--- src/verilog/wapt_pkg.sv ---
// Package of constants for the channel 7 window alert and peak tracker
// Functional notes
// High threshold low nibble sits in hysteresis register bits 7:4, meets result bits 3:0
// Low threshold low nibble sits in debounce register bits 7:4, meets result bits 3:0
// Each threshold top byte compares against result bits 11:4
// Hysteresis nibble shifted left three, zero filled, adjusts both thresholds' lower bits
// Alert sets after count plus one consecutive out-of-window samples
// Peak registers hold largest code for channels 0 and 1 since last high byte read
// Reading a peak register returns its value, then clears it to zero
// Any in-window channel 7 sample restarts the consecutive-sample counter from zero
package wapt_pkg;
    // ****************************************************************
    // Register indices and byte addresses
    // ****************************************************************
    localparam int unsigned IDX_HYST_HI_NIB   = 32'h0000003C;
    localparam int unsigned IDX_HI_TOP        = 32'h0000003D;
    localparam int unsigned IDX_LO_NIB_DEB    = 32'h0000003E;
    localparam int unsigned IDX_LO_TOP        = 32'h0000003F;
    localparam int unsigned IDX_PEAK0_LOW     = 32'h00000060;
    localparam int unsigned IDX_PEAK0_HIGH    = 32'h00000061;
    localparam int unsigned IDX_PEAK1_LOW     = 32'h00000062;
    localparam int unsigned IDX_PEAK1_HIGH    = 32'h00000063;
    localparam int unsigned IDX_ALERT_STATUS  = 32'h00000070;
    localparam int unsigned ADDR_WIDTH        = 32'h0000000A;
    localparam int unsigned BYTES_PER_WORD    = 32'h00000004;
    // ****************************************************************
    // Reset values
    // ****************************************************************
    localparam logic [7:0] RST_HYST_HI_NIB    = 8'hF0;
    localparam logic [7:0] RST_HI_TOP         = 8'hFF;
    localparam logic [7:0] RST_LO_NIB_DEB     = 8'h00;
    localparam logic [7:0] RST_LO_TOP         = 8'h00;
    // ****************************************************************
    // Field positions and widths
    // ****************************************************************
    localparam int unsigned CODE_WIDTH        = 32'h0000000C;
    localparam int unsigned NIB_HI            = 32'h00000007;
    localparam int unsigned NIB_LO            = 32'h00000004;
    localparam int unsigned FIELD_HI          = 32'h00000003;
    localparam int unsigned FIELD_LO          = 32'h00000000;
    localparam int unsigned HYST_SHIFT        = 32'h00000003;
    localparam int unsigned ALERT_BIT         = 32'h00000000;
    localparam logic [1:0]  RESP_OKAY         = 2'h0;
    localparam logic [1:0]  RESP_SLVERR       = 2'h2;
endpackage

--- src/verilog/wapt_window_alert.sv ---
// Channel 7 window comparator with debounce, peak trackers and AXI4-Lite slave
`timescale 1ns/1ps
module wapt_window_alert #(
    parameter int unsigned ALERT_CHANNEL = 32'h00000007,
    parameter int unsigned PEAK_CHANNELS = 32'h00000002
) (
    input  wire logic                                 core_clk,
    input  wire logic                                 reset_n,
    input  wire logic                                 sampleValid,
    input  wire logic [2:0]                           sampleChannel,
    input  wire logic [wapt_pkg::CODE_WIDTH-1:0]      sampleCode,
    output logic                                      alertFlag,
    input  wire logic [wapt_pkg::ADDR_WIDTH-1:0]      s_axi_awaddr,
    input  wire logic                                 s_axi_awvalid,
    output logic                                      s_axi_awready,
    input  wire logic [31:0]                          s_axi_wdata,
    input  wire logic [3:0]                           s_axi_wstrb,
    input  wire logic                                 s_axi_wvalid,
    output logic                                      s_axi_wready,
    output logic [1:0]                                s_axi_bresp,
    output logic                                      s_axi_bvalid,
    input  wire logic                                 s_axi_bready,
    input  wire logic [wapt_pkg::ADDR_WIDTH-1:0]      s_axi_araddr,
    input  wire logic                                 s_axi_arvalid,
    output logic                                      s_axi_arready,
    output logic [31:0]                               s_axi_rdata,
    output logic [1:0]                                s_axi_rresp,
    output logic                                      s_axi_rvalid,
    input  wire logic                                 s_axi_rready
);
    localparam int unsigned CW = wapt_pkg::CODE_WIDTH;
    localparam logic [wapt_pkg::ADDR_WIDTH-1:0] A_HYST =
        wapt_pkg::ADDR_WIDTH'(wapt_pkg::IDX_HYST_HI_NIB * wapt_pkg::BYTES_PER_WORD);
    localparam logic [wapt_pkg::ADDR_WIDTH-1:0] A_HITOP =
        wapt_pkg::ADDR_WIDTH'(wapt_pkg::IDX_HI_TOP * wapt_pkg::BYTES_PER_WORD);
    localparam logic [wapt_pkg::ADDR_WIDTH-1:0] A_LODEB =
        wapt_pkg::ADDR_WIDTH'(wapt_pkg::IDX_LO_NIB_DEB * wapt_pkg::BYTES_PER_WORD);
    localparam logic [wapt_pkg::ADDR_WIDTH-1:0] A_LOTOP =
        wapt_pkg::ADDR_WIDTH'(wapt_pkg::IDX_LO_TOP * wapt_pkg::BYTES_PER_WORD);
    localparam logic [wapt_pkg::ADDR_WIDTH-1:0] A_STAT =
        wapt_pkg::ADDR_WIDTH'(wapt_pkg::IDX_ALERT_STATUS * wapt_pkg::BYTES_PER_WORD);

    // ****************************************************************
    // Configuration registers
    // ****************************************************************
    logic [7:0]                      hystHiNib_q;
    logic [7:0]                      hiTop_q;
    logic [7:0]                      loNibDeb_q;
    logic [7:0]                      loTop_q;
    logic [3:0]                      debCount_q;
    logic                            alert_q;
    logic [3:0]                      ch7_debounce_count;
    logic [3:0]                      ch7_hyst_nibble;
    logic [CW-1:0]                   upperLimit;
    logic [CW-1:0]                   lowerLimit;
    logic [6:0]                      hystAmount;
    logic [CW-1:0]                   upperEff;
    logic [CW-1:0]                   lowerEff;
    logic [CW:0]                     lowerSum;
    logic                            outOfWindow;
    logic                            alertSample;
    logic                            alertClear;

    // ****************************************************************
    // AXI4-Lite write path
    // ****************************************************************
    logic                            awHeld_q;
    logic                            wHeld_q;
    logic [wapt_pkg::ADDR_WIDTH-1:0] awAddr_q;
    logic [7:0]                      wByte_q;
    logic                            wLane0_q;
    logic                            doWrite;
    logic                            writeHit;
    logic [wapt_pkg::ADDR_WIDTH-1:0] wordAw;

    // Address and data are taken independently; the response waits for both
    assign s_axi_awready = !awHeld_q && !s_axi_bvalid;
    assign s_axi_wready  = !wHeld_q && !s_axi_bvalid;
    assign doWrite       = awHeld_q && wHeld_q && !s_axi_bvalid;
    assign wordAw        = {awAddr_q[wapt_pkg::ADDR_WIDTH-1:2], 2'b00};
    assign writeHit      = (wordAw == A_HYST) || (wordAw == A_HITOP) || (wordAw == A_LODEB)
                        || (wordAw == A_LOTOP) || (wordAw == A_STAT)
                        || (wordAw >= peakAddr(0) && wordAw <= peakAddr(3));

    function automatic logic [wapt_pkg::ADDR_WIDTH-1:0] peakAddr(input int unsigned k);
        peakAddr = wapt_pkg::ADDR_WIDTH'((wapt_pkg::IDX_PEAK0_LOW + k)
                 * wapt_pkg::BYTES_PER_WORD);
    endfunction

    always_ff @(posedge core_clk or negedge reset_n) begin
        if (!reset_n) begin
            awHeld_q <= 1'b0;
            awAddr_q <= '0;
        end else if (s_axi_awvalid && s_axi_awready) begin
            awHeld_q <= 1'b1;
            awAddr_q <= s_axi_awaddr;
        end else if (doWrite) begin
            awHeld_q <= 1'b0;
        end
    end

    always_ff @(posedge core_clk or negedge reset_n) begin
        if (!reset_n) begin
            wHeld_q  <= 1'b0;
            wByte_q  <= 8'h00;
            wLane0_q <= 1'b0;
        end else if (s_axi_wvalid && s_axi_wready) begin
            wHeld_q  <= 1'b1;
            wByte_q  <= s_axi_wdata[7:0];
            wLane0_q <= s_axi_wstrb[0];
        end else if (doWrite) begin
            wHeld_q  <= 1'b0;
        end
    end

    always_ff @(posedge core_clk or negedge reset_n) begin
        if (!reset_n) begin
            s_axi_bvalid <= 1'b0;
            s_axi_bresp  <= wapt_pkg::RESP_OKAY;
        end else if (doWrite) begin
            s_axi_bvalid <= 1'b1;
            s_axi_bresp  <= writeHit ? wapt_pkg::RESP_OKAY : wapt_pkg::RESP_SLVERR;
        end else if (s_axi_bready) begin
            s_axi_bvalid <= 1'b0;
        end
    end

    // Only byte lane 0 carries register data; other lanes are ignored
    always_ff @(posedge core_clk or negedge reset_n) begin
        if (!reset_n) begin
            hystHiNib_q <= wapt_pkg::RST_HYST_HI_NIB;
            hiTop_q     <= wapt_pkg::RST_HI_TOP;
            loNibDeb_q  <= wapt_pkg::RST_LO_NIB_DEB;
            loTop_q     <= wapt_pkg::RST_LO_TOP;
        end else if (doWrite && wLane0_q) begin
            if (wordAw == A_HYST) begin
                hystHiNib_q <= wByte_q;
            end else if (wordAw == A_HITOP) begin
                hiTop_q <= wByte_q;
            end else if (wordAw == A_LODEB) begin
                loNibDeb_q <= wByte_q;
            end else if (wordAw == A_LOTOP) begin
                loTop_q <= wByte_q;
            end
        end
    end

    assign alertClear = doWrite && wLane0_q && (wordAw == A_STAT) && wByte_q[wapt_pkg::ALERT_BIT];

    // ****************************************************************
    // Window comparator
    // ****************************************************************
    assign ch7_hyst_nibble    = hystHiNib_q[wapt_pkg::FIELD_HI:wapt_pkg::FIELD_LO];
    assign ch7_debounce_count = loNibDeb_q[wapt_pkg::FIELD_HI:wapt_pkg::FIELD_LO];
    assign upperLimit = {hiTop_q, hystHiNib_q[wapt_pkg::NIB_HI:wapt_pkg::NIB_LO]};
    assign lowerLimit = {loTop_q, loNibDeb_q[wapt_pkg::NIB_HI:wapt_pkg::NIB_LO]};
    assign hystAmount = {ch7_hyst_nibble, {wapt_pkg::HYST_SHIFT{1'b0}}};
    assign lowerSum   = {1'b0, lowerLimit} + {{(CW-6){1'b0}}, hystAmount};

    // Hysteresis narrows the window while the alert stands, so a code
    // hovering on a threshold does not chatter; limits saturate at the code range
    always_comb begin
        upperEff = upperLimit;
        lowerEff = lowerLimit;
        if (alert_q) begin
            upperEff = (upperLimit > CW'(hystAmount)) ? upperLimit - CW'(hystAmount)
                                                      : '0;
            lowerEff = lowerSum[CW] ? '1 : lowerSum[CW-1:0];
        end
    end

    assign outOfWindow = (sampleCode > upperEff) || (sampleCode < lowerEff);
    assign alertSample = sampleValid && (sampleChannel == 3'(ALERT_CHANNEL));

    always_ff @(posedge core_clk or negedge reset_n) begin
        if (!reset_n) begin
            debCount_q <= 4'h0;
        end else if (alertSample) begin
            if (!outOfWindow) begin
                debCount_q <= 4'h0;
            end else if (debCount_q < ch7_debounce_count) begin
                debCount_q <= debCount_q + 4'h1;
            end
        end
    end

    // A new event in the clearing cycle wins over the clear
    always_ff @(posedge core_clk or negedge reset_n) begin
        if (!reset_n) begin
            alert_q <= 1'b0;
        end else if (alertSample && outOfWindow && debCount_q >= ch7_debounce_count) begin
            alert_q <= 1'b1;
        end else if (alertClear) begin
            alert_q <= 1'b0;
        end
    end

    assign alertFlag = alert_q;

    // ****************************************************************
    // AXI4-Lite read path and peak trackers
    // ****************************************************************
    logic [wapt_pkg::ADDR_WIDTH-1:0] wordAr;
    logic                            readTake;
    logic [PEAK_CHANNELS-1:0]        readHigh;
    logic [PEAK_CHANNELS-1:0]        readLow;
    logic [CW-1:0]                   peak_q [PEAK_CHANNELS];
    logic [3:0]                      peakShadow_q [PEAK_CHANNELS];

    assign s_axi_arready = !s_axi_rvalid;
    assign readTake      = s_axi_arvalid && s_axi_arready;
    assign wordAr        = {s_axi_araddr[wapt_pkg::ADDR_WIDTH-1:2], 2'b00};

    genvar ch;
    generate
        for (ch = 0; ch < PEAK_CHANNELS; ch++) begin : gPeak
            assign readLow[ch]  = readTake && (wordAr == peakAddr(2 * ch));
            assign readHigh[ch] = readTake && (wordAr == peakAddr(2 * ch + 1));
            // High byte read empties the tracker and parks the low nibble for the
            // following low byte read, so the pair stays coherent
            always_ff @(posedge core_clk or negedge reset_n) begin
                if (!reset_n) begin
                    peak_q[ch] <= '0;
                end else if (sampleValid && sampleChannel == 3'(ch)
                             && (readHigh[ch] || sampleCode > peak_q[ch])) begin
                    peak_q[ch] <= sampleCode;
                end else if (readHigh[ch]) begin
                    peak_q[ch] <= '0;
                end
            end
            always_ff @(posedge core_clk or negedge reset_n) begin
                if (!reset_n) begin
                    peakShadow_q[ch] <= 4'h0;
                end else if (readHigh[ch]) begin
                    peakShadow_q[ch] <= peak_q[ch][3:0];
                end else if (readLow[ch]) begin
                    peakShadow_q[ch] <= 4'h0;
                end
            end
        end
    endgenerate

    always_ff @(posedge core_clk or negedge reset_n) begin
        if (!reset_n) begin
            s_axi_rvalid <= 1'b0;
            s_axi_rdata  <= 32'h00000000;
            s_axi_rresp  <= wapt_pkg::RESP_OKAY;
        end else if (readTake) begin
            s_axi_rvalid <= 1'b1;
            s_axi_rresp  <= wapt_pkg::RESP_OKAY;
            if (wordAr == A_HYST) begin
                s_axi_rdata <= {24'h000000, hystHiNib_q};
            end else if (wordAr == A_HITOP) begin
                s_axi_rdata <= {24'h000000, hiTop_q};
            end else if (wordAr == A_LODEB) begin
                s_axi_rdata <= {24'h000000, loNibDeb_q};
            end else if (wordAr == A_LOTOP) begin
                s_axi_rdata <= {24'h000000, loTop_q};
            end else if (wordAr == A_STAT) begin
                s_axi_rdata <= {24'h000000, debCount_q, 3'b000, alert_q};
            end else if (wordAr == peakAddr(0)) begin
                s_axi_rdata <= {24'h000000, peakShadow_q[0], 4'h0};
            end else if (wordAr == peakAddr(1)) begin
                s_axi_rdata <= {24'h000000, peak_q[0][CW-1:4]};
            end else if (wordAr == peakAddr(2)) begin
                s_axi_rdata <= {24'h000000, peakShadow_q[1], 4'h0};
            end else if (wordAr == peakAddr(3)) begin
                s_axi_rdata <= {24'h000000, peak_q[1][CW-1:4]};
            end else begin
                s_axi_rdata <= 32'h00000000;
                s_axi_rresp <= wapt_pkg::RESP_SLVERR;
            end
        end else if (s_axi_rready) begin
            s_axi_rvalid <= 1'b0;
        end
    end
endmodule // wapt_window_alert

--- config.mk ---
export PLATFORM = sky130hd
export DESIGN_NAME = wapt_window_alert
export DESIGN_NICKNAME = d
export VERILOG_FILES = /design/src/verilog/wapt_pkg.sv /design/src/verilog/wapt_window_alert.sv
export SDC_FILE = /design/constraint.sdc
export NUM_CORES = 1
export LEC_CHECK = 0
export BUFFER_PORTS_ARGS = -buffer_cell sky130_fd_sc_hd__clkbuf_2
export CAP_MARGIN = 0
export CORE_UTILIZATION = 54
export DETAILED_ROUTE_END_ITERATION = 6
export PLACE_DENSITY = 0.86
export SLEW_MARGIN = 25
export SYNTH_ARGS = -nofsm -noshare
export SYNTH_HDL_FRONTEND = slang
export SYNTH_SLANG_ARGS = --single-unit
export TNS_END_PERCENT = 30
--- constraint.sdc ---
create_clock -name core_clk -period 5.7 [get_ports core_clk]
set_input_delay 1.14 -clock core_clk [delete_from_list [all_inputs] [get_ports core_clk]]
set_output_delay 1.14 -clock core_clk [all_outputs]
set_load 0.03 [all_outputs]
### Word level (Yosys, flattened, before mapping)

Index checks and enable logic that the tools add are counted.

* divide/modulo/power cells: 0
* bitwise operators: 3
* muxes and demuxes: 42
* order comparisons: 9
* add/subtract/negate cells: 3
* multipliers: 0
* shifts and indexed selects: 0
* reductions and logical operators: 49
* equality and inequality tests: 17

Operators with widths (number)
* 12-bit two-way mux: 8
* 8-bit two-way mux: 9
* 8-bit by 6-bit == test with 1-bit output, second input constant: 8
* 8-bit by 7-bit == test with 1-bit output, second input constant: 6
* 12-bit greater-than comparator: 3
* 4-bit two-way mux: 6
* 1-bit logical AND: 22
* 2-bit two-way mux: 10
* 2-bit nonzero test: 9
* 12-bit by 7-bit adder with 13-bit output: 1
* 12-bit by 7-bit greater-than comparator with 1-bit output: 1
* 12-bit less-than comparator: 1
* 12-bit by 7-bit subtractor with 12-bit output: 1
* 10-bit by 9-bit >= comparator with 1-bit output, second input constant: 1
* 10-bit by 9-bit <= comparator with 1-bit output, second input constant: 1
* 1-bit two-way mux: 9
* 1-bit logical OR: 8
* 5-bit AND reduction: 1
* 4-bit by 1-bit adder with 4-bit output, second input constant: 1
* 4-bit >= comparator: 1
* 1-bit logical NOT: 4
* 4-bit less-than comparator: 1
* 2-bit AND reduction: 2
* 4-bit AND reduction: 1
* 6 further kinds: 8

* word-level logic and storage cells: 143
* memories: 0
* input port bits: 79
* memory bits (read-only): 0
* bits in latches: 0
* bits in writable memories: 0
* register bits: 128
* output and inout bits: 42

### Logic depth before layout (Yosys ltp)

* word-level depth: 10
* mapped depth: 16

### Worst setup path after synthesis

Ideal clock, no wire load.

* kind: register to register
* from: reg hystHiNib_q[1]
* to: reg debCount_q[1]
* buffers on the path: 1
* arrival: 2.998 ns
* stages on the path, launching flop included: 17
* library setup time: 0.094 ns
* slack: 2.608 ns
* path through: dfrtp_1 inv_1 ha_1 nor2b_1 o21a_1 o21ai_0 nand2_1 a21bo_2 clkbuf_1 a41oi_1 ha_1 nand2_1 o211ai_1 o2111ai_1 a31oi_1 nor2_2 a221oi_2

* longest elaborated chain between the ends: 7

Ends and longest elaborated chain
* start: declaration: line wapt_window_alert.sv:46 `logic [7:0] hystHiNib_q;`
* start signal: assignment: line wapt_window_alert.sv:131 `hystHiNib_q <= wapt_pkg::RST_HYST_HI_NIB;`
* start signal: assignment: line wapt_window_alert.sv:137 `hystHiNib_q <= wByte_q;`
* 12-bit by 7-bit subtractor with 12-bit output (tied with other cells): line wapt_window_alert.sv:166 `upperEff = (upperLimit > CW'(hystAmount)) ? upperLimit - CW'(hystAmount)`
* 12-bit two-way mux, on equally long branches: line wapt_window_alert.sv:166, wapt_window_alert.sv:168
* 12-bit two-way mux: line wapt_window_alert.sv:165 `if (alert_q) begin`
* 12-bit greater-than comparator / 12-bit less-than comparator (equally long branches): line wapt_window_alert.sv:172 `assign outOfWindow = (sampleCode > upperEff) || (sampleCode < lowerEff);`
* 1-bit logical OR *: line wapt_window_alert.sv:172
* 2-bit by 1-bit != test with 1-bit output (no source line)
* 2-bit AND reduction (no source line)
* end signal: assignment: line wapt_window_alert.sv:182 `debCount_q <= debCount_q + 4'h1;`
* end: declaration: line wapt_window_alert.sv:50 `logic [3:0] debCount_q;`

Mark *: on every way between the ends. The rest lies on a longest branch, timed or not.
A chain may end at the register's enable or synchronous reset.

### Worst setup path in the final report

* from: reg hystHiNib_q[1]
* to: reg debCount_q[0]

Same word-level chain as after synthesis.

==> flow_summary.json <==
{
  "status": "finished, final reports clean",
  "regToRegSetupSlack_ps": 2020,
  "worst_ir_drop_vdd_v": 0.000316,
  "antennaDiodeCount": 0,
  "power.leakage_nw": 3.40,
  "maxCapViolCount": 0,
  "row_count": 40,
  "finalSetupTns_ps": 0,
  "crit_family": "compound AO/OA/AOI/OAI gates",
  "end_kind": "register",
  "hold_viol_final": 0,
  "io_buffers": 63,
  "ios": 121,
  "grtUsageTotal_pct": 26.4,
  "core_um2": 12200,
  "clkLatencyLatePin_ps": 370,
  "cts_tree": "built",
  "hpwl_um": 12100,
  "worstSetupStartpointType": "register",
  "critPathKind": "register to register",
  "drtPass1Iterations": 5,
  "synth_top_area_share_pct": 32.4,
  "async_flop_share_pct": 100,
  "dieArea_um2": 13000,
  "gp_congestion": 0.929,
  "place_area_um2": 7130,
  "via_per_inst": 6.01,
  "path_common_cell": "ha_1",
  "crit_required_ps": 5930,
  "synth.avg_cell_area_um2": 9.81,
  "slowest_delay_ps": 440,
  "grt-ovfl-total": 0,
  "pre_cts_slack_ps": 2050,
  "synth_cell_types": 78,
  "rsz0062_at_grt": "no",
  "finalWirelength_um": 16000,
  "grt_max_degree": 53,
  "period_minus_slack_ps": 3680,
  "yosysMostFrequentCell": "dfrtp_1",
  "synth_seq_cells": 100,
  "cts_hold_buf": 0,
  "antenna_found_initial": 0,
  "via_count": 5497,
  "crit_chain": "inv_1 -> ha_1 -> nor2b_1 -> o21a_1 -> o21ai_0 -> nand2_1 -> a21bo_2 -> a221oi_1 -> ha_1 -> a211oi_1 -> o211ai_1 -> o2111ai_1 -> a31oi_1 -> nor2_2 -> a21oi_1",
  "post_cts_buffers": 0,
  "fin_util_pct": 61.4,
  "seq_area_frac_synth_pct": 37.0,
  "drtIter0Drc": 418,
  "synth_largest_area_cell": "dfrtp_1",
  "cts.sinks": 100,
  "fmax_mhz": 272,
  "cts_root_buffer": "clkbuf_16",
  "worstPathMaxFanout": 11,
  "fin_nets": 882,
  "hold_class": "register to register",
  "final_max_slew_viol_count": 0,
  "drc": 0,
  "fin_ws_ps": 2020,
  "die_w_um": 114,
  "critical_path_arrival_ps": 3910,
  "synth_cells": 693,
  "slew_headroom_pct": 38.4,
  "synth_area_leaders": "dfrtp_1, ha_1, mux2_2, dfstp_2, nand2_1",
  "synth_top_flop_cell": "dfrtp_1",
  "setup_viol": 0,
  "fin_area_um2": 7460,
  "syn_to_final_growth_pct": 9.83,
  "ant_nets": 0,
  "fillers": 1047,
  "powerDensity_nw_per_um2": 361,
  "path_buf_inv": 1,
  "critPathSlowestCell": "dfrtp_1",
  "numCtsBuffers": 9,
  "ys.warnings.count": 0,
  "synth_common_cells": "dfrtp_1, ha_1, nand2_1",
  "synth_edf_count": 0,
  "worst_pin_slew_ps": 922,
  "grt_pass1_vias": 5210,
  "path_clk_slew_ps": 80,
  "skew_ps": 12.3,
  "wire_per_inst_um": 17.5,
  "synthesis.area_um2": 6800,
  "post_cts_resize_count": 0,
  "drive_gt1_share_pct": 22.8,
  "initial_utilization_pct": 55.9,
  "clock_path_buffers": 2,
  "grt_first_pass_wirelength_um": 26300,
  "htree_levels": 3,
  "die_y_um": 114,
  "min_period_over_period_pct": 64.6
}
-- routing by layer --
layer	global-route usage (%)	up-vias	part of all wire [%]
met5	0	-	0
met4	11.6	0	3.3
met3	5.66	44	7.2
met2	42.4	258	47
met1	34.4	2612	43
li1	-	2583	-
-- worst reg2reg max path, cell delays in order (launching register included) --
cell and delay (ps):
dfrtp_1 440, inv_1 120, ha_1 320, nor2b_1 140, o21a_1 170, o21ai_0 290, nand2_1 90, a21bo_2 280
a221oi_1 330, ha_1 320, a211oi_1 240, o211ai_1 130, o2111ai_1 110, a31oi_1 180, nor2_2 280, a21oi_1 120
-- report_power, final --
group          switching (mW)  internal (mW)
combinational           0.495          0.425
clock                   0.314          0.316
sequential              0.233          0.914
-- cells in the final DEF (no fill, tap or decap), types with 4 or more instances in the layout --
cell,count
dfstp_2,12
a221oi_1,4
nand3_1,15
o21ai_0,34
clkbuf_2,62
mux2_2,50
nand2b_1,4
nor2_1,40
dfrtp_1,88
buf_4,4
a21oi_1,42
inv_1,47
nand2_1,57
conb_1,26
nor4_1,5
a211oi_1,4
a22oi_1,10
o211ai_1,5
nor3_1,5
o2bb2ai_1,12
nand4_1,12
o21a_1,6
mux2i_1,8
a21o_1,8
ha_1,60
mux4_2,5
a22o_1,19
and2_1,5
clkbuf_16,9
nor2b_1,18
-- flip-flops by register name, summed over array words and instances, names as in the netlist --
name and count:
peak_q 24, awAddr_q 8, hiTop_q 8, hystHiNib_q 8, loNibDeb_q 8, loTop_q 8
peakShadow_q 8, s_axi_rdata 8, wByte_q 8, debCount_q 4, alertFlag 1, awHeld_q 1
s_axi_bresp 1, s_axi_bvalid 1, s_axi_rresp 1, s_axi_rvalid 1, wHeld_q 1, wLane0_q 1
-- layout make-up --
| class | instances | area [um2] | area share, % |
|---|---|---|---|
| clock buffer | 9 | 225 | 3.02 |
| clock inverter | 7 | 88.8 | 1.19 |
| inverter | 48 | 180 | 2.41 |
| multi-input combinational | 516 | 3900 | 52.3 |
| sequential | 100 | 2520 | 33.7 |
| tap | 168 | 210 | 2.82 |
| timing repair buffer | 66 | 340 | 4.56 |
-- final timing paths --
kind | depth (start not counted) | start | end
worst min register to register | 2 | s_axi_rresp[1] | s_axi_rresp[1]
worst max register to register | 15 | hystHiNib_q[1] | debCount_q[0]
max in group asynchronous | 2 | reset_n | peak_q[9]
min in group asynchronous | 1 | reset_n | awAddr_q[9]
worst max-delay path | 15 | hystHiNib_q[1] | debCount_q[0]
worst min-delay path | 2 | s_axi_rresp[1] | s_axi_rresp[1]
-- stage by stage --
| step | std cells | hold slack [ps] | power [mW] |
|---|---|---|---|
| final | 914 | 475 | 2.70 |
| after CTS | 914 | 477 | 2.70 |
| after floorplan | 718 | 445 | 1.81 |
| after global placement | 898 | 456 | 2.01 |
| after global routing | 914 | 502 | 2.88 |
| after detailed placement | 898 | 461 | 2.06 |
-- cell families after synthesis --
kind of cell | synth area share (%)
mux | 11.1
buf+inv | 7.14
compound gates | 17.7
xor+xnor | 0.645
simple gates | 14.7
flops | 37.0
other cells | 0.0552
fa+ha+maj | 11.6
Note: power is estimated with default switching activity, not from simulation.
